`src/shared/vic_pkg.sv`:
```
// Purpose: constants and types of the vectored interrupt controller
// Assumes: single clk domain, byte-addressed register port
// Notes:   16 maskable sources plus a trap request and a non-maskable request
// Summary of operation
// Eighteen sources, each with own vector entry
// One trap, one non-maskable, rest maskable
// Trap and non-maskable ignore global disable
// Trap and non-maskable outrank every maskable
// Each maskable source gated by own mask
// Fixed default order plus two programmable levels
// Vectored request branches CPU to entry address
// Macroservice request starts transfer, no program
// Trap instruction raises trap, vector 003EH
// Non-maskable pin edge, vector 0002H, no macroservice
// Pin zero edge is source 0, 0006H
// Request flags read/write by bit, byte, word
// Mask flags reset FFFFH, bit/byte/word access
// Level flags reset FFFFH, bit/byte/word access
// Service method flags reset 0000H, any width
// Two pin edge mode registers, reset 00H
// State register bit/byte access, reset 00H
// Global enable and level flag gate acceptance
// Only six sources may use macroservice
// Set mask bit blocks; all blocked after reset
// Higher level first, then lowest default number
// Flag set by event, cleared on acknowledge
package vic_pkg;
  localparam int          NUM_MASK   = 16;
  localparam logic [15:0] ADR_IF_L   = 16'hFFE0;
  localparam logic [15:0] ADR_IF_H   = 16'hFFE1;
  localparam logic [15:0] ADR_MK_L   = 16'hFFE4;
  localparam logic [15:0] ADR_MK_H   = 16'hFFE5;
  localparam logic [15:0] ADR_PR_L   = 16'hFFE8;
  localparam logic [15:0] ADR_PR_H   = 16'hFFE9;
  localparam logic [15:0] ADR_ISM_L  = 16'hFFEC;
  localparam logic [15:0] ADR_ISM_H  = 16'hFFED;
  localparam logic [15:0] ADR_MODE_A = 16'hFFF4;
  localparam logic [15:0] ADR_MODE_B = 16'hFFF5;
  localparam logic [15:0] ADR_IST    = 16'hFFF8;
  localparam logic [15:0] RST_IF     = 16'h0000;
  localparam logic [15:0] RST_MK     = 16'hFFFF;
  localparam logic [15:0] RST_PR     = 16'hFFFF;
  localparam logic [15:0] RST_ISM    = 16'h0000;
  localparam logic [7:0]  RST_MODE   = 8'h00;
  localparam logic [7:0]  RST_IST    = 8'h00;
  // Sources 6,7,9,13,14,15 may be serviced by transfer
  localparam logic [15:0] MS_CAPABLE = 16'hE2C0;
  // Sources fed by on-chip peripherals rather than pins
  localparam logic [15:0] PERIPH_SRC = 16'hF1F0;
  // External pins 6..0 map to these source numbers
  localparam logic [6:0][3:0] PIN_SRC = {4'hB, 4'hA, 4'h9, 4'h3, 4'h2, 4'h1, 4'h0};
  localparam int          IST_NMI_BIT = 0;
  localparam int          NMI_PIN_BIT = 7;
  localparam logic [4:0]  SRC_NMI    = 5'h10;
  localparam logic [4:0]  SRC_TRAP   = 5'h11;
  localparam logic [1:0]  SZ_BIT     = 2'h0;
  localparam logic [1:0]  SZ_BYTE    = 2'h1;
  localparam logic [1:0]  SZ_WORD    = 2'h2;
  localparam logic [15:0] VEC_NMI    = 16'h0002;
  localparam logic [15:0] VEC_TRAP   = 16'h003E;
  localparam logic [15:0][15:0] VEC_MASK = {
    16'h0026, 16'h0024, 16'h0022, 16'h0020, 16'h0012, 16'h0010, 16'h000E, 16'h001C,
    16'h001A, 16'h0018, 16'h0016, 16'h0014, 16'h000C, 16'h000A, 16'h0008, 16'h0006};
  typedef enum logic [1:0] {ST_IDLE, ST_LOOK, ST_VEC, ST_MS} vic_state_t;
endpackage

```
`src/hdl/vic_vec_rom.sv`:
```
// Purpose: vector table, one entry per source, registered read
// Assumes: index 0..15 maskable, 16 non-maskable, 17 trap
// Notes:   one cycle from index to data
`timescale 1ns/10ps
module vic_vec_rom
  import vic_pkg::*;
(
  // Clock and reset
  input  wire logic        clk,
  input  wire logic        rst_n,
  // Lookup
  input  wire logic [4:0]  idx,
  output logic      [15:0] vec_ff
);
  logic [15:0] nxt_vec;

  always_comb begin
    if (idx == SRC_TRAP) begin
      nxt_vec = VEC_TRAP;
    end else if (idx == SRC_NMI) begin
      nxt_vec = VEC_NMI;
    end else if (idx < SRC_NMI) begin
      nxt_vec = VEC_MASK[idx[3:0]];
    end else begin
      nxt_vec = 16'h0000;
    end
  end

  always_ff @(posedge clk or negedge rst_n) begin
    if (!rst_n) begin
      vec_ff <= 16'h0000;
    end else begin
      vec_ff <= nxt_vec;
    end
  end
endmodule

```
`src/hdl/vic_core.sv`:
```
// Purpose: request collection, masking, priority and dispatch
// Assumes: CPU holds global enable and level flag, answers with one-cycle acks
// Notes:   register port is the CPU's own special-register access
`timescale 1ns/10ps
module vic_core
  import vic_pkg::*;
(
  // Clock and reset
  input  wire logic        clk,
  input  wire logic        rst_n,
  // Register access
  input  wire logic [15:0] sfr_addr,
  input  wire logic        sfr_wr,
  input  wire logic        sfr_rd,
  input  wire logic [1:0]  sfr_size,
  input  wire logic [2:0]  sfr_bit,
  input  wire logic [15:0] sfr_wdata,
  output logic      [15:0] sfr_rdata,
  // Request sources
  input  wire logic        nmi_pin,
  input  wire logic [6:0]  ext_pin,
  input  wire logic [15:0] periph_evt,
  input  wire logic        trap_instruction,
  // CPU state
  input  wire logic        global_request_enable_flag,
  input  wire logic        current_level_flag,
  // Vectored dispatch
  output logic             vec_req,
  output logic      [15:0] vec_addr,
  output logic             vec_high,
  input  wire logic        vec_ack,
  // Macroservice dispatch
  output logic             ms_req,
  output logic      [3:0]  ms_src,
  input  wire logic        ms_ack
);
  typedef struct packed {
    logic [7:0]  sync1;
    logic [7:0]  sync2;
    logic [7:0]  prev;
    logic [15:0] pend;
    logic [15:0] mask;
    logic [15:0] level;
    logic [15:0] method;
    logic [7:0]  mode_a;
    logic [7:0]  mode_b;
    logic [7:0]  state;
    logic        nmi_pend;
    logic        trap_pend;
    vic_state_t  st;
    logic [4:0]  cur;
    logic        cur_ms;
    logic        vec_req;
    logic        vec_high;
    logic        ms_req;
    logic [15:0] rdata;
  } vic_regs_t;

  vic_regs_t   s_ff;
  vic_regs_t   nxt_s;
  logic [15:0] vec_rom;
  logic [7:0]  edge_sel;
  logic [7:0]  edges;
  logic [15:0] evt;
  logic [15:0] elig;
  logic [15:0] elig_hi;
  logic [4:0]  pick_hi;
  logic [4:0]  pick_lo;
  logic [4:0]  pick;

  function automatic logic [7:0] wr_byte(input logic [7:0] old, input logic [15:0] t);
    logic       hit;
    logic [7:0] d;
    logic [7:0] m;
    hit = sfr_wr && ((sfr_addr == t) ||
          (sfr_size == SZ_WORD && !sfr_addr[0] && {sfr_addr[15:1], 1'b1} == t));
    d = (sfr_size == SZ_WORD && t[0]) ? sfr_wdata[15:8] : sfr_wdata[7:0];
    m = (sfr_size == SZ_BIT) ? (8'h01 << sfr_bit) : 8'hFF;
    return hit ? ((old & ~m) | (d & m)) : old;
  endfunction

  function automatic logic [7:0] rd_byte(input vic_regs_t r, input logic [15:0] a);
    unique case (a)
      ADR_IF_L:   return r.pend[7:0];
      ADR_IF_H:   return r.pend[15:8];
      ADR_MK_L:   return r.mask[7:0];
      ADR_MK_H:   return r.mask[15:8];
      ADR_PR_L:   return r.level[7:0];
      ADR_PR_H:   return r.level[15:8];
      ADR_ISM_L:  return r.method[7:0];
      ADR_ISM_H:  return r.method[15:8];
      ADR_MODE_A: return r.mode_a;
      ADR_MODE_B: return r.mode_b;
      ADR_IST:    return r.state;
      default:    return 8'h00;
    endcase
  endfunction

  // Lowest numbered set bit wins; bit 4 flags a hit
  function automatic logic [4:0] first_set(input logic [15:0] v);
    logic [4:0] r;
    r = 5'h00;
    for (int i = NUM_MASK - 1; i >= 0; i--) begin
      if (v[i]) begin
        r = {1'b1, 4'(i)};
      end
    end
    return r;
  endfunction

  vic_vec_rom u_rom (
    .clk    (clk),
    .rst_n  (rst_n),
    .idx    (s_ff.cur),
    .vec_ff (vec_rom)
  );

  always_comb begin
    nxt_s       = s_ff;
    // Pins are asynchronous; only the second stage feeds the edge logic
    nxt_s.sync1 = {nmi_pin, ext_pin};
    nxt_s.sync2 = s_ff.sync1;
    nxt_s.prev  = s_ff.sync2;
    // Mode bit 1 selects rising edge, 0 falling
    edge_sel = {s_ff.mode_a[7], s_ff.mode_b[2:0], s_ff.mode_a[3:0]};
    edges    = (s_ff.sync2 & ~s_ff.prev & edge_sel) | (~s_ff.sync2 & s_ff.prev & ~edge_sel);
    evt      = periph_evt & PERIPH_SRC;
    for (int i = 0; i < 7; i++) begin
      evt[PIN_SRC[i]] = evt[PIN_SRC[i]] | edges[i];
    end

    // Register writes
    nxt_s.pend   = {wr_byte(s_ff.pend[15:8], ADR_IF_H), wr_byte(s_ff.pend[7:0], ADR_IF_L)};
    nxt_s.mask   = {wr_byte(s_ff.mask[15:8], ADR_MK_H), wr_byte(s_ff.mask[7:0], ADR_MK_L)};
    nxt_s.level  = {wr_byte(s_ff.level[15:8], ADR_PR_H), wr_byte(s_ff.level[7:0], ADR_PR_L)};
    nxt_s.method = {wr_byte(s_ff.method[15:8], ADR_ISM_H),
                    wr_byte(s_ff.method[7:0], ADR_ISM_L)} & MS_CAPABLE; // see R15
    nxt_s.mode_a = wr_byte(s_ff.mode_a, ADR_MODE_A);
    nxt_s.mode_b = wr_byte(s_ff.mode_b, ADR_MODE_B);
    nxt_s.state  = wr_byte(s_ff.state, ADR_IST);

    // Read data, registered; unmapped bytes read zero
    nxt_s.rdata = s_ff.rdata;
    if (sfr_rd) begin
      nxt_s.rdata[7:0]  = rd_byte(s_ff, sfr_addr);
      nxt_s.rdata[15:8] = (sfr_size == SZ_WORD) ? rd_byte(s_ff, sfr_addr | 16'h0001) : 8'h00;
    end

    // Eligible: unmasked, enabled, and level allowed by CPU status
    elig    = s_ff.pend & ~s_ff.mask & {NUM_MASK{global_request_enable_flag}};
    elig    = elig & (current_level_flag ? 16'hFFFF : ~s_ff.level);
    elig_hi = elig & ~s_ff.level;
    pick_hi = first_set(elig_hi);
    pick_lo = first_set(elig);
    pick    = pick_hi[4] ? pick_hi : pick_lo;

    unique case (s_ff.st)
      ST_IDLE: begin
        // Trap and non-maskable bypass the enable and outrank all others
        if (s_ff.trap_pend) begin
          nxt_s.cur    = SRC_TRAP;
          nxt_s.cur_ms = 1'b0;
          nxt_s.st     = ST_LOOK;
        end else if (s_ff.nmi_pend && !s_ff.state[IST_NMI_BIT]) begin
          nxt_s.cur    = SRC_NMI;
          nxt_s.cur_ms = 1'b0;
          nxt_s.st     = ST_LOOK;
        end else if (pick[4]) begin
          nxt_s.cur      = {1'b0, pick[3:0]};
          nxt_s.cur_ms   = s_ff.method[pick[3:0]];
          nxt_s.vec_high = !s_ff.level[pick[3:0]];
          nxt_s.st       = ST_LOOK;
        end
      end
      ST_LOOK: begin
        if (s_ff.cur_ms) begin
          nxt_s.ms_req = 1'b1;
          nxt_s.st     = ST_MS;
        end else begin
          nxt_s.vec_req = 1'b1;
          nxt_s.st      = ST_VEC;
        end
      end
      ST_VEC: begin
        if (vec_ack) begin
          nxt_s.vec_req  = 1'b0;
          nxt_s.vec_high = 1'b0;
          nxt_s.st       = ST_IDLE;
          if (s_ff.cur == SRC_TRAP) begin
            nxt_s.trap_pend = 1'b0;
          end else if (s_ff.cur == SRC_NMI) begin
            nxt_s.nmi_pend = 1'b0;
            // Blocks a nested non-maskable until software clears it
            nxt_s.state[IST_NMI_BIT] = 1'b1;
          end else begin
            nxt_s.pend[s_ff.cur[3:0]] = 1'b0;
          end
        end
      end
      ST_MS: begin
        if (ms_ack) begin
          nxt_s.ms_req              = 1'b0;
          nxt_s.vec_high            = 1'b0;
          nxt_s.pend[s_ff.cur[3:0]] = 1'b0;
          nxt_s.st                  = ST_IDLE;
        end
      end
    endcase

    // Events last so that a set wins over any clear in the same cycle
    nxt_s.pend      = nxt_s.pend | evt;
    nxt_s.nmi_pend  = nxt_s.nmi_pend | edges[NMI_PIN_BIT];
    nxt_s.trap_pend = nxt_s.trap_pend | trap_instruction;
  end

  always_ff @(posedge clk or negedge rst_n) begin
    if (!rst_n) begin
      s_ff        <= '0;
      s_ff.pend   <= RST_IF;
      s_ff.mask   <= RST_MK;
      s_ff.level  <= RST_PR;
      s_ff.method <= RST_ISM;
      s_ff.mode_a <= RST_MODE;
      s_ff.mode_b <= RST_MODE;
      s_ff.state  <= RST_IST;
      s_ff.st     <= ST_IDLE;
    end else begin
      s_ff <= nxt_s;
    end
  end

  assign sfr_rdata = s_ff.rdata;
  assign vec_req   = s_ff.vec_req;
  assign vec_addr  = vec_rom;
  assign vec_high  = s_ff.vec_high;
  assign ms_req    = s_ff.ms_req;
  assign ms_src    = s_ff.cur[3:0];
endmodule

```
`config.mk`:
```
export PLATFORM = sky130hd
export DESIGN_NAME = vic_core
export DESIGN_NICKNAME = d
export VERILOG_FILES = /design/src/shared/vic_pkg.sv /design/src/hdl/vic_vec_rom.sv /design/src/hdl/vic_core.sv
export SDC_FILE = /design/constraint.sdc
export NUM_CORES = 1
export LEC_CHECK = 0
export BUFFER_PORTS_ARGS = -buffer_cell sky130_fd_sc_hd__buf_4
export CAP_MARGIN = 20
export CORE_AREA = 5 5 129 131
export CTS_BUF_LIST = sky130_fd_sc_hd__clkbuf_4 sky130_fd_sc_hd__clkbuf_8
export DETAILED_ROUTE_END_ITERATION = 6
export DIE_AREA = 0 0 134 136
export PLACE_DENSITY_LB_ADDON = 0.15
export SYNTH_ARGS = -nofsm -noshare
export SYNTH_HDL_FRONTEND = slang
export SYNTH_SLANG_ARGS = --single-unit
```
`constraint.sdc`:
```
create_clock -name clk -period 2.7 [get_ports clk]
set_input_delay 0.135 -clock clk [delete_from_list [all_inputs] [get_ports clk]]
set_output_delay 0.135 -clock clk [all_outputs]
set_load 0.01 [all_outputs]
```
==> flow_metrics.py, run 1 <==
metrics = {
    "sta": {
        "worst_pin_slew_ps": 737,
        "rsz0062_at_grt": "true",
        "fin_skew_ps": 7.25,
        "maxSlewHeadroom_pct": 49.6,
        "fmax_ghz": 0.378,
        "finalCritPeriodShare_pct": 98.1,
        "slew_violations": 0,
        "hold_viol_final": 0,
        "fin_crit_ps": 2650,
        "setup_violations": 0,
        "hold_ws_ps": 23.3,
    },
    "clocking": {
        "clock_path_buffers": 2,
        "root_buffer": "clkbuf_8",
        "insertion_delay_ps": 460,
        "cts_sinks": 136,
        "numCtsBuffers": 17,
        "htreeDepth": 4,
        "cts_tree": "yes",
        "clk_pin_slew_ps": 80,
    },
    "floorplanning": {
        "initial_utilization_pct": 53.5,
        "die_w_um": 134,
        "io_pins": 109,
        "die_area_um2": 18200,
        "rows": 46,
        "core_region_area_um2": 15500,
        "fp.dieH_um": 136,
    },
    "route": {
        "routedWlPerCell_um": 22.9,
        "antenna_left": 0,
        "routed-via-count": 7853,
        "drc": 0,
        "drt-pass1-iter-count": 6,
        "wl_um": 29000,
        "routed_via_density": 6.20,
        "first_iter_violations": 985,
    },
    "yosys": {
        "yosys.area_share.simple_pct": 21.9,
        "synthTopCellsByArea": "dfrtp_1 31%, dfstp_2 10%, mux2_2 7.7%",
        "yosysSeqAreaShare_pct": 41.6,
        "yosysTopAreaCellShare_pct": 31.4,
        "ys.flop_type": "dfrtp_1",
        "synth-seq-cells": 136,
        "yosys.area.top_type": "dfrtp_1",
        "synth_edf_count": 0,
        "synthMuxAreaShare_pct": 14.7,
        "syn_area_um2": 8280,
        "postSynthAreaPerCell_um2": 9.46,
        "synth_compound_area_share_pct": 15.0,
        "synth_cell_type_count": 76,
        "synth_xor_xnor_area_share_pct": 0.106,
        "synth_common_cells": "120 x nand2_1, 104 x dfrtp_1, 81 x nor2_1, 57 x mux2_2, 55 x mux2i_1",
        "synth_adder_area_share_pct": 0.755,
        "syn_inst": 876,
        "synthMostInstantiatedCell": "nand2_1",
        "synth_top_family_by_area": "simple AND/OR/NAND/NOR gates",
        "synthArstFlopShare_pct": 100,
        "yosys_warnings": 0,
    },
    "worst_setup_path": {
        "crit_type": "flip-flop to flip-flop",
        "r2r-end": "s_ff[19]",
        "reg2reg_depth": 8,
        "cp.arrival_ps": 3040,
        "critical_path_peak_fanout": 6,
        "start_kind": "flip-flop",
        "timing.rr.start": "s_ff[105]",
        "required_ps": 3090,
        "crit_path_end_kind": "flip-flop",
        "r2r_slack_ps": 50,
    },
    "global_routing": {
        "grt_pass1_vias": 7643,
        "grt_use_met2_pct": 50.1,
        "use_met3_pct": 5.70,
        "grtUsageMet1_pct": 45.5,
        "grt_pass1_wl_um": 44500,
        "grtUsageTotal_pct": 32.3,
        "grt-ovfl-total": 0,
        "grt_max_degree": 68,
        "grt_antenna_before_repair": 0,
        "grt-busiest-layer": "met2",
    },
    "cells_and_area": {
        "seqCellArea_um2": 3440,
        "instances_no_fill": 1266,
        "multi_input_area_um2": 4480,
        "nFillCells": 1257,
        "nets": 1136,
        "area_delta_synth_final_pct": 26.5,
        "layout-drive-gt1-share_pct": 32.7,
        "diodes": 0,
    },
    "place": {
        "dp_hpwl_um": 21500,
        "dpl.cell_count": 1204,
        "portBuffers": 90,
        "finalWeightedCongestion": 0.956,
    },
    "flow_run": {
        "cap_violations": 0,
    },
    "hold_path": {
        "hp-class": "input port to flip-flop",
        "whs_path_depth": 2,
        "holdPathEnd": "sfr_rdata[11]",
        "min-delay-start": "sfr_rd",
    },
    "power": {
        "cellLeakagePower_nw": 4.70,
        "p_per_area_nw_per_um2": 503,
        "seqPwrFrac_pct": 43.8,
        "p_int_mw": 3.63,
        "p_sw_share_pct": 31.2,
        "switching_power_mw": 1.64,
        "power_frac_comb_pct": 20.6,
        "clock_power_share_pct": 35.6,
        "max-vdd-ir-drop_v": 0.000452,
    },
    "status": {
        "status": "complete, no violations",
    },
}
-- worst max-delay path, stage by stage, from the launching register on --
cell	delay (ps)
dfrtp_1	530
nand4bb_1	330
nand4_2	150
or3_4	450
nor4_4	190
a211o_2	200
o31ai_1	70
or4_4	520
o21ai_2	110
-- per-stage QoR --
stage / setup WS, ps / total power, mW / area [µm²] / utilization [%] / setup TNS [ps]
after floorplan: 15.9 / 2.89 / 8340 / - / 0
after global routing: -18.1 / 5.50 / 10500 / 67.7 / -18.1
final: 51.2 / 5.27 / 10500 / 67.7 / 0
after global placement: 9.11 / 3.34 / 9670 / 62.5 / 0
after detailed placement: -35.2 / 3.35 / 9670 / 62.5 / -60.8
after CTS: 3.63 / 5.26 / 10400 / 67.2 / 0
-- worst max-delay path by stage --
stage / cells past startpoint / startpoint / end / slack, ps
after floorplan: 10 / flip-flop / s_ff[19] / 20
after global placement: 10 / flip-flop / vec_high / 9
after detailed placement: 11 / flip-flop / s_ff[19] / -40
after CTS: 8 / flip-flop / s_ff[19] / 4
after global routing: 10 / flip-flop / s_ff[19] / -20
final: 8 / s_ff[105] / s_ff[19] / 50
-- cells by family (layout without fill, tap and decap cells) --
| logic type | after synthesis | in the layout |
|---|---|---|
| compound gates | 177 | 177 |
| xor+xnor | 1 | 1 |
| fa+ha+maj | 5 | 5 |
| buf+inv | 93 | 281 |
| flops | 136 | 136 |
| mux | 113 | 113 |
| other cells | 1 | 11 |
| simple gates | 350 | 350 |
-- power groups by stage --
stage	clock network [mW]	registers, mW	logic [mW]
2_1_floorplan	0	2.28	0.614
3_3_place_gp	0	2.34	1.00
3_5_place_dp	0	2.34	1.01
4_1_cts	1.90	2.31	1.06
5_1_grt	1.98	2.33	1.18
6_report	1.88	2.31	1.08
-- routing by layer --
| metal | up-vias | part of all wire [%] |
|---|---|---|
| li1 | 3529 | - |
| met1 | 3811 | 43 |
| met2 | 437 | 45 |
| met3 | 76 | 7.8 |
| met4 | 0 | 4.2 |
| met5 | - | 0 |
-- placed cells by master, fill, tap and decap left out, types with 7 or more instances in the layout --
| master | Yosys | final |
|---|---|---|
| nand2_1 | 120 | 119 |
| nor4bb_1 | 9 | 8 |
| dlygate4sd3_1 | 0 | 29 |
| nand2b_1 | 12 | 12 |
| o221ai_1 | 9 | 9 |
| nand3_1 | 36 | 36 |
| mux2i_1 | 55 | 55 |
| o21ai_0 | 27 | 26 |
| a21oi_1 | 21 | 20 |
| nand3b_1 | 16 | 16 |
| buf_4 | 31 | 187 |
| nor2b_1 | 15 | 14 |
| conb_1 | 1 | 11 |
| inv_1 | 28 | 28 |
| nor2_1 | 81 | 80 |
| nand4_1 | 7 | 7 |
| a211oi_1 | 10 | 9 |
| nor3_1 | 9 | 9 |
| clkbuf_8 | 0 | 19 |
| o22ai_1 | 22 | 22 |
| o21bai_1 | 11 | 11 |
| dfstp_2 | 32 | 32 |
| mux2_2 | 57 | 57 |
| dfrtp_1 | 104 | 104 |
-- layout make-up --
class	instances	area share, %
clock buffer	20	2.57
inverter	28	1.00
sequential	136	32.9
multi-input combinational	657	42.8
tap	192	2.29
clock inverter	12	1.60
timing repair buffer	221	16.9
-- timing repair --
action,in CTS,in global routing
setup endpoints to repair,2,4
pin swaps,0,3
hold endpoints to repair,104,0
resized for setup,2,14
setup buffers,0,0
hold buffers,29,0
Power figures use the tool's default switching activity.
==> run 2, diff against run 1 <==
--- a/config.mk
+++ b/config.mk
@@ -14,4 +14,5 @@
 export PLACE_DENSITY_LB_ADDON = 0.15
 export SYNTH_ARGS = -nofsm -noshare
 export SYNTH_HDL_FRONTEND = slang
+export SYNTH_HIERARCHICAL = 1
 export SYNTH_SLANG_ARGS = --single-unit
==> run 2 against run 1 <==
Compared with the run above:
- area after synthesis is essentially flat
- total power increased by 6.1%
- the run now ends with negative setup slack left
- largest cell class unchanged
- setup slack worse by 170 ps
==> flow_metrics.py, run 2 <==
metrics = {
    "worst_setup_path": {
        "path_buf_inv": 0,
        "critical_path_depth": 9,
        "cp_cell_sequence": "and4bb_2, nor2_2, and4_4, nand2_4, o311ai_4, mux2_4, a41oi_2, or4b_1, nand3_1",
        "crit_family": "simple AND/OR/NAND/NOR gates",
        "cp.arrival_ps": 3230,
        "critPathSlowestCell": "dfstp_2",
        "crit_path_end_kind": "flip-flop",
        "required_ps": 3100,
        "slowest_delay_ps": 600,
        "reg2reg_depth": 9,
        "crit_type": "flip-flop to flip-flop",
        "critical_path_peak_fanout": 4,
        "start_kind": "flip-flop",
    },
    "cells_and_area": {
        "design_area_um2": 10700,
        "instances_no_fill": 1291,
        "layout-drive-gt1-share_pct": 34.3,
        "nFillCells": 1276,
        "layout_common_cells": "208 x buf_4, 115 x nor2_1, 104 x dfrtp_1, 77 x nand2_1, 53 x a21oi_1",
        "seqCellArea_um2": 3440,
        "diodes": 0,
        "multi_input_area_um2": 4520,
        "area_delta_synth_final_pct": 28.8,
        "nets": 1161,
        "layout_commonest_cell": "buf_4",
        "postLayoutCoreUtil_pct": 68.9,
    },
    "yosys": {
        "synth_edf_count": 0,
        "yosys_warnings": 6,
        "synth_cell_type_count": 90,
        "synth-seq-cells": 136,
        "yosysSeqAreaShare_pct": 41.6,
        "synth_common_cells": "116 x nor2_1, 104 x dfrtp_1, 77 x nand2_1, 53 x a21oi_1, 46 x mux2_2",
        "yosysTopAreaCellShare_pct": 31.4,
        "synthTopCellsByArea": "dfrtp_1 31%, dfstp_2 10%, mux2_2 6.3%",
        "syn_area_um2": 8290,
        "postSynthAreaPerCell_um2": 9.46,
        "yosys.area.top_type": "dfrtp_1",
        "syn_inst": 876,
        "ys.flop_type": "dfrtp_1",
        "synthMostInstantiatedCell": "nor2_1",
        "synthArstFlopShare_pct": 100,
    },
    "sta": {
        "finalCritPeriodShare_pct": 105,
        "fin_skew_ps": 9.75,
        "slew_violations": 0,
        "worst_pin_slew_ps": 803,
        "setup_violations": 2,
        "rsz0062_at_grt": "true",
        "worst_slack_ps": -122,
        "setup_tns_ps": -124,
        "hold_ws_ps": 48.1,
        "fmax_ghz": 0.354,
        "maxSlewHeadroom_pct": 46.2,
        "hold_viol_final": 0,
        "fin_crit_ps": 2820,
    },
    "place": {
        "placed_area_um2": 9780,
        "place_ws_ps": -165,
        "dp_hpwl_um": 20900,
        "portBuffers": 90,
        "finalWeightedCongestion": 1.04,
        "dpl.cell_count": 1221,
    },
    "power": {
        "max-vdd-ir-drop_v": 0.000507,
        "cellLeakagePower_nw": 4.73,
        "finalPower_mw": 5.59,
        "p_per_area_nw_per_um2": 524,
    },
    "route": {
        "routed_via_density": 6.15,
        "routed-via-count": 7938,
        "first_iter_violations": 915,
        "routedWlPerCell_um": 21.7,
        "wl_um": 28100,
        "antenna_left": 0,
        "drc": 0,
        "drt-pass1-iter-count": 6,
    },
    "status": {
        "violations": "negative setup slack",
        "status": "finished with violations",
    },
    "hold_path": {
        "whs_path_depth": 3,
        "hp-class": "input port to flip-flop",
    },
    "floorplanning": {
        "fp.dieH_um": 136,
        "io_pins": 109,
        "die_w_um": 134,
        "initial_utilization_pct": 53.5,
        "core_region_area_um2": 15500,
        "rows": 46,
        "die_area_um2": 18200,
    },
    "clocking": {
        "cts_tree": "yes",
        "numCtsBuffers": 17,
        "insertion_delay_ps": 470,
        "clock_path_buffers": 2,
        "clk_pin_slew_ps": 90,
        "cts_sinks": 136,
        "htreeDepth": 4,
        "root_buffer": "clkbuf_8",
    },
    "global_routing": {
        "grt_pass1_vias": 7579,
        "grt_max_degree": 58,
        "grt_antenna_before_repair": 0,
        "grtUsageTotal_pct": 30.8,
        "grt_pass1_wl_um": 43000,
        "grt-ovfl-total": 0,
    },
    "flow_run": {
        "cap_violations": 0,
    },
}
==> run 2: cell types whose count changed in the layout (fill, tap and decap cells not counted), sizes merged, moves of 10 or more <==
cell	delta
nand3	-20
mux2	-10
nor2	+36
mux2i	-22
buf	+21
nand2	-42
a21oi	+32
==> run 2: worst paths after layout <==
kind	from	to	slack [ps]
setup / recovery	flip-flop	vec_high	-120
hold / removal	sfr_wdata[12]	flip-flop	50
setup reg to reg	flip-flop	vec_high	-120
hold reg to reg	nxt_s[132]	nxt_s[124]	350
max in group asynchronous	rst_n	async pin	1660
min in group asynchronous	rst_n	async pin	190
==> run 2: layout make-up <==
class,count,area share [%]
clock buffers,17,2.19
well taps,192,2.25
clock inverters,15,1.85
multi-input cells,663,42.4
flip-flops and latches,136,32.3
repair buffers,244,18.2
inverters,24,0.844
==> run 2: where the power goes <==
part	switching [mW]	leakage, nW	internal, mW	total [mW]
Sequential	0.191	1.61	2.18	2.37
Combinational	0.734	2.91	0.636	1.37
Clock	0.978	0.216	0.877	1.85
Total	1.90	4.73	3.69	5.59
==> run 2: logic make-up (layout without fill, tap and decap cells) <==
group | Yosys count | in the layout | synth area share (%)
other cells | 1 | 11 | 0.0453
simple gates | 354 | 354 | 23.2
compound gates | 211 | 211 | 17.9
flops | 136 | 136 | 41.6
mux | 81 | 81 | 10.7
fa+ha+maj | 5 | 5 | 0.755
xor+xnor | 1 | 1 | 0.106
buf+inv | 87 | 300 | 5.72
==> run 2: worst min-delay path, stage by stage <==
cell and delay, ps:
buf_4 80, mux2i_1 120, a21oi_1 150
==> run 2: metal layers <==
layer,vias up,GRT usage [%],wire [µm]
met5,-,0,0
li1,3599,-,-
met1,3805,40.6,11500
met2,448,49.6,13200
met3,86,6.18,2230
met4,0,13.3,1140
==> run 2: timing repair <==
item,4_1_cts,5_1_grt
endpoints found under the setup margin,1,7
hold buffers,31,0
setup buffers,6,1
endpoints found under the hold margin,101,0
gates cloned,0,0
pin swaps,11,5
gates resized for setup,10,12
==> run 3, diff against run 2 <==
--- a/config.mk
+++ b/config.mk
@@ -5,6 +5,7 @@
 export SDC_FILE = /design/constraint.sdc
 export NUM_CORES = 1
 export LEC_CHECK = 0
+export ABC_CLOCK_PERIOD_IN_PS = 2700
 export BUFFER_PORTS_ARGS = -buffer_cell sky130_fd_sc_hd__buf_4
 export CAP_MARGIN = 20
 export CORE_AREA = 5 5 129 131
==> constraint.sdc (replaced) <==
create_clock -name clk -period 2.7 [get_ports clk]
set_input_delay 0.27 -clock clk [delete_from_list [all_inputs] [get_ports clk]]
set_output_delay 0.27 -clock clk [all_outputs]
set_load 0.01 [all_outputs]
==> run 3 against run 2 <==
Compared with the run above:
- the run still ends with negative setup slack left
- clock-buffer cell count grew 1
- design area fell by 1.7%
- clock power shrank 6%
- cell count fell by 1.2%
- register-to-register slack about the same
- core utilization down 1.2 points
- clock skew grew 2.9 ps
- routed wire length is 2.4% lower
- critical path depth up 1
- total power decreased by 2.3%
- non-clock buffer count down 15
- first-iteration DRC count fell by 18%
- largest cell class unchanged
==> flow_metrics.py, run 3 (synthesis results as in run 2) <==
metrics = {
    "floorplanning": {
        "core_region_area_um2": 15500,
        "initial_utilization_pct": 53.5,
        "die_w_um": 134,
        "rows": 46,
        "io_pins": 109,
        "die_area_um2": 18200,
        "fp.dieH_um": 136,
    },
    "clocking": {
        "root_buffer": "clkbuf_8",
        "cts_tree": "yes",
        "insertion_delay_ps": 480,
        "clk_pin_slew_ps": 100,
        "post_cts_buffers": 0,
        "numCtsBuffers": 17,
        "clock_path_buffers": 2,
        "cts_sinks": 136,
        "htreeDepth": 4,
    },
    "global_routing": {
        "use_met3_pct": 5.22,
        "grt_max_degree": 68,
        "grt_pass1_vias": 7473,
        "grt-busiest-layer": "met2",
        "grt_antenna_before_repair": 0,
        "grt-ovfl-total": 0,
        "grt_pass1_wl_um": 42100,
        "grtUsageMet1_pct": 40.4,
        "grt_use_met2_pct": 47.4,
        "grtUsageTotal_pct": 30.1,
    },
    "worst_setup_path": {
        "reg2reg_depth": 10,
        "required_ps": 3110,
        "crit_type": "flip-flop to flip-flop",
        "crit_path_end_kind": "flip-flop",
        "critical_path_peak_fanout": 3,
        "start_kind": "flip-flop",
        "r2r_slack_ps": -120,
        "cp.arrival_ps": 3230,
        "cp-endpoint": "vec_high",
        "r2r-end": "vec_high",
    },
    "cells_and_area": {
        "nets": 1146,
        "layout_commonest_cell": "buf_4",
        "area_delta_synth_final_pct": 26.6,
        "layout-drive-gt1-share_pct": 34.0,
        "postLayoutCoreUtil_pct": 67.8,
        "diodes": 0,
        "layout_common_cells": "203 x buf_4, 116 x nor2_1, 103 x dfrtp_1, 77 x nand2_1, 53 x a21oi_1",
    },
    "power": {
        "max-vdd-ir-drop_v": 0.000599,
        "finalPower_mw": 5.46,
        "cellLeakagePower_nw": 4.65,
        "p_per_area_nw_per_um2": 521,
    },
    "sta": {
        "maxSlewHeadroom_pct": 46.0,
        "fmax_ghz": 0.354,
        "worst_slack_ps": -122,
        "setup_violations": 2,
        "slew_violations": 0,
        "hold_viol_final": 0,
        "fin_crit_ps": 2820,
        "worst_pin_slew_ps": 807,
        "finalCritPeriodShare_pct": 105,
        "rsz0062_at_grt": "true",
        "fin_skew_ps": 12.7,
    },
    "route": {
        "first_iter_violations": 752,
        "routed_via_density": 6.18,
        "wl_um": 27400,
        "antenna_left": 0,
        "drt-pass1-iter-count": 5,
        "drc": 0,
        "routed-via-count": 7883,
        "routedWlPerCell_um": 21.5,
    },
    "place": {
        "place_ws_ps": -252,
        "portBuffers": 90,
        "finalWeightedCongestion": 0.974,
        "dp_hpwl_um": 20700,
    },
    "status": {
        "violations": "negative setup slack",
        "status": "finished with violations",
    },
    "hold_path": {
        "hp-class": "input port to flip-flop",
        "whs_path_depth": 2,
    },
    "flow_run": {
        "cap_violations": 0,
    },
}
==> run 3: metrics by stage <==
step / setup TNS, ps / instances / area, µm² / hold WS (ps)
floorplan: -114 / 886 / 8350 / -25.6
global placement: -271 / 1223 / 9780 / 312
detailed placement: -413 / 1223 / 9780 / 311
CTS: -124 / 1275 / 10400 / 62.6
global route: -454 / 1276 / 10500 / 67.5
finish: -196 / 1276 / 10500 / 78.7
==> run 3: critical path, cell delays in order, from the launching register on <==
cell,delay [ps]
dfstp_2,550
and3b_1,200
buf_6,120
a211oi_4,260
a2111oi_4,60
o31ai_2,350
o311ai_4,150
mux2_4,330
a41oi_2,210
or4b_1,450
nand3_1,90
==> run 3: repair_timing <==
action / in CTS / in global routing
hold buffers: 20 / 0
hold endpoints to repair: 74 / 0
gates cloned: 0 / 1
pin swaps: 1 / 4
setup endpoints to repair: 2 / 2
resized for setup: 10 / 9
==> run 3: power breakdown <==
part / switching, mW / internal (mW)
logic: 0.727 / 0.630
clock network: 0.960 / 0.784
registers: 0.184 / 2.18
==> run 3: cell type report <==
type,instances,area (µm²)
Inverter,24,90.1
Fill cell,1277,4990
Tap cell,192,240
Multi-Input combinational cell,663,4520
Clock inverter,14,161
Sequential cell,136,3440
Timing Repair Buffer,229,1790
Clock buffer,18,241
==> run 3: metal layers <==
| metal | part of all wire [%] | routed length, µm |
|---|---|---|
| met1 | 41 | 11300 |
| met2 | 46 | 12600 |
| met3 | 7.9 | 2150 |
| met4 | 4.9 | 1360 |
| met5 | 0 | 0 |
==> run 3: worst min-delay path by stage <==
stage,end,start,slack [ps]
3_5_place_dp,async pin,rst_n,310
3_3_place_gp,async pin,rst_n,310
5_1_grt,flip-flop,sfr_wdata[1],70
4_1_cts,flip-flop,sfr_wdata[0],60
2_1_floorplan,async pin,rst_n,-30
6_report,flip-flop,sfr_wdata[2],80
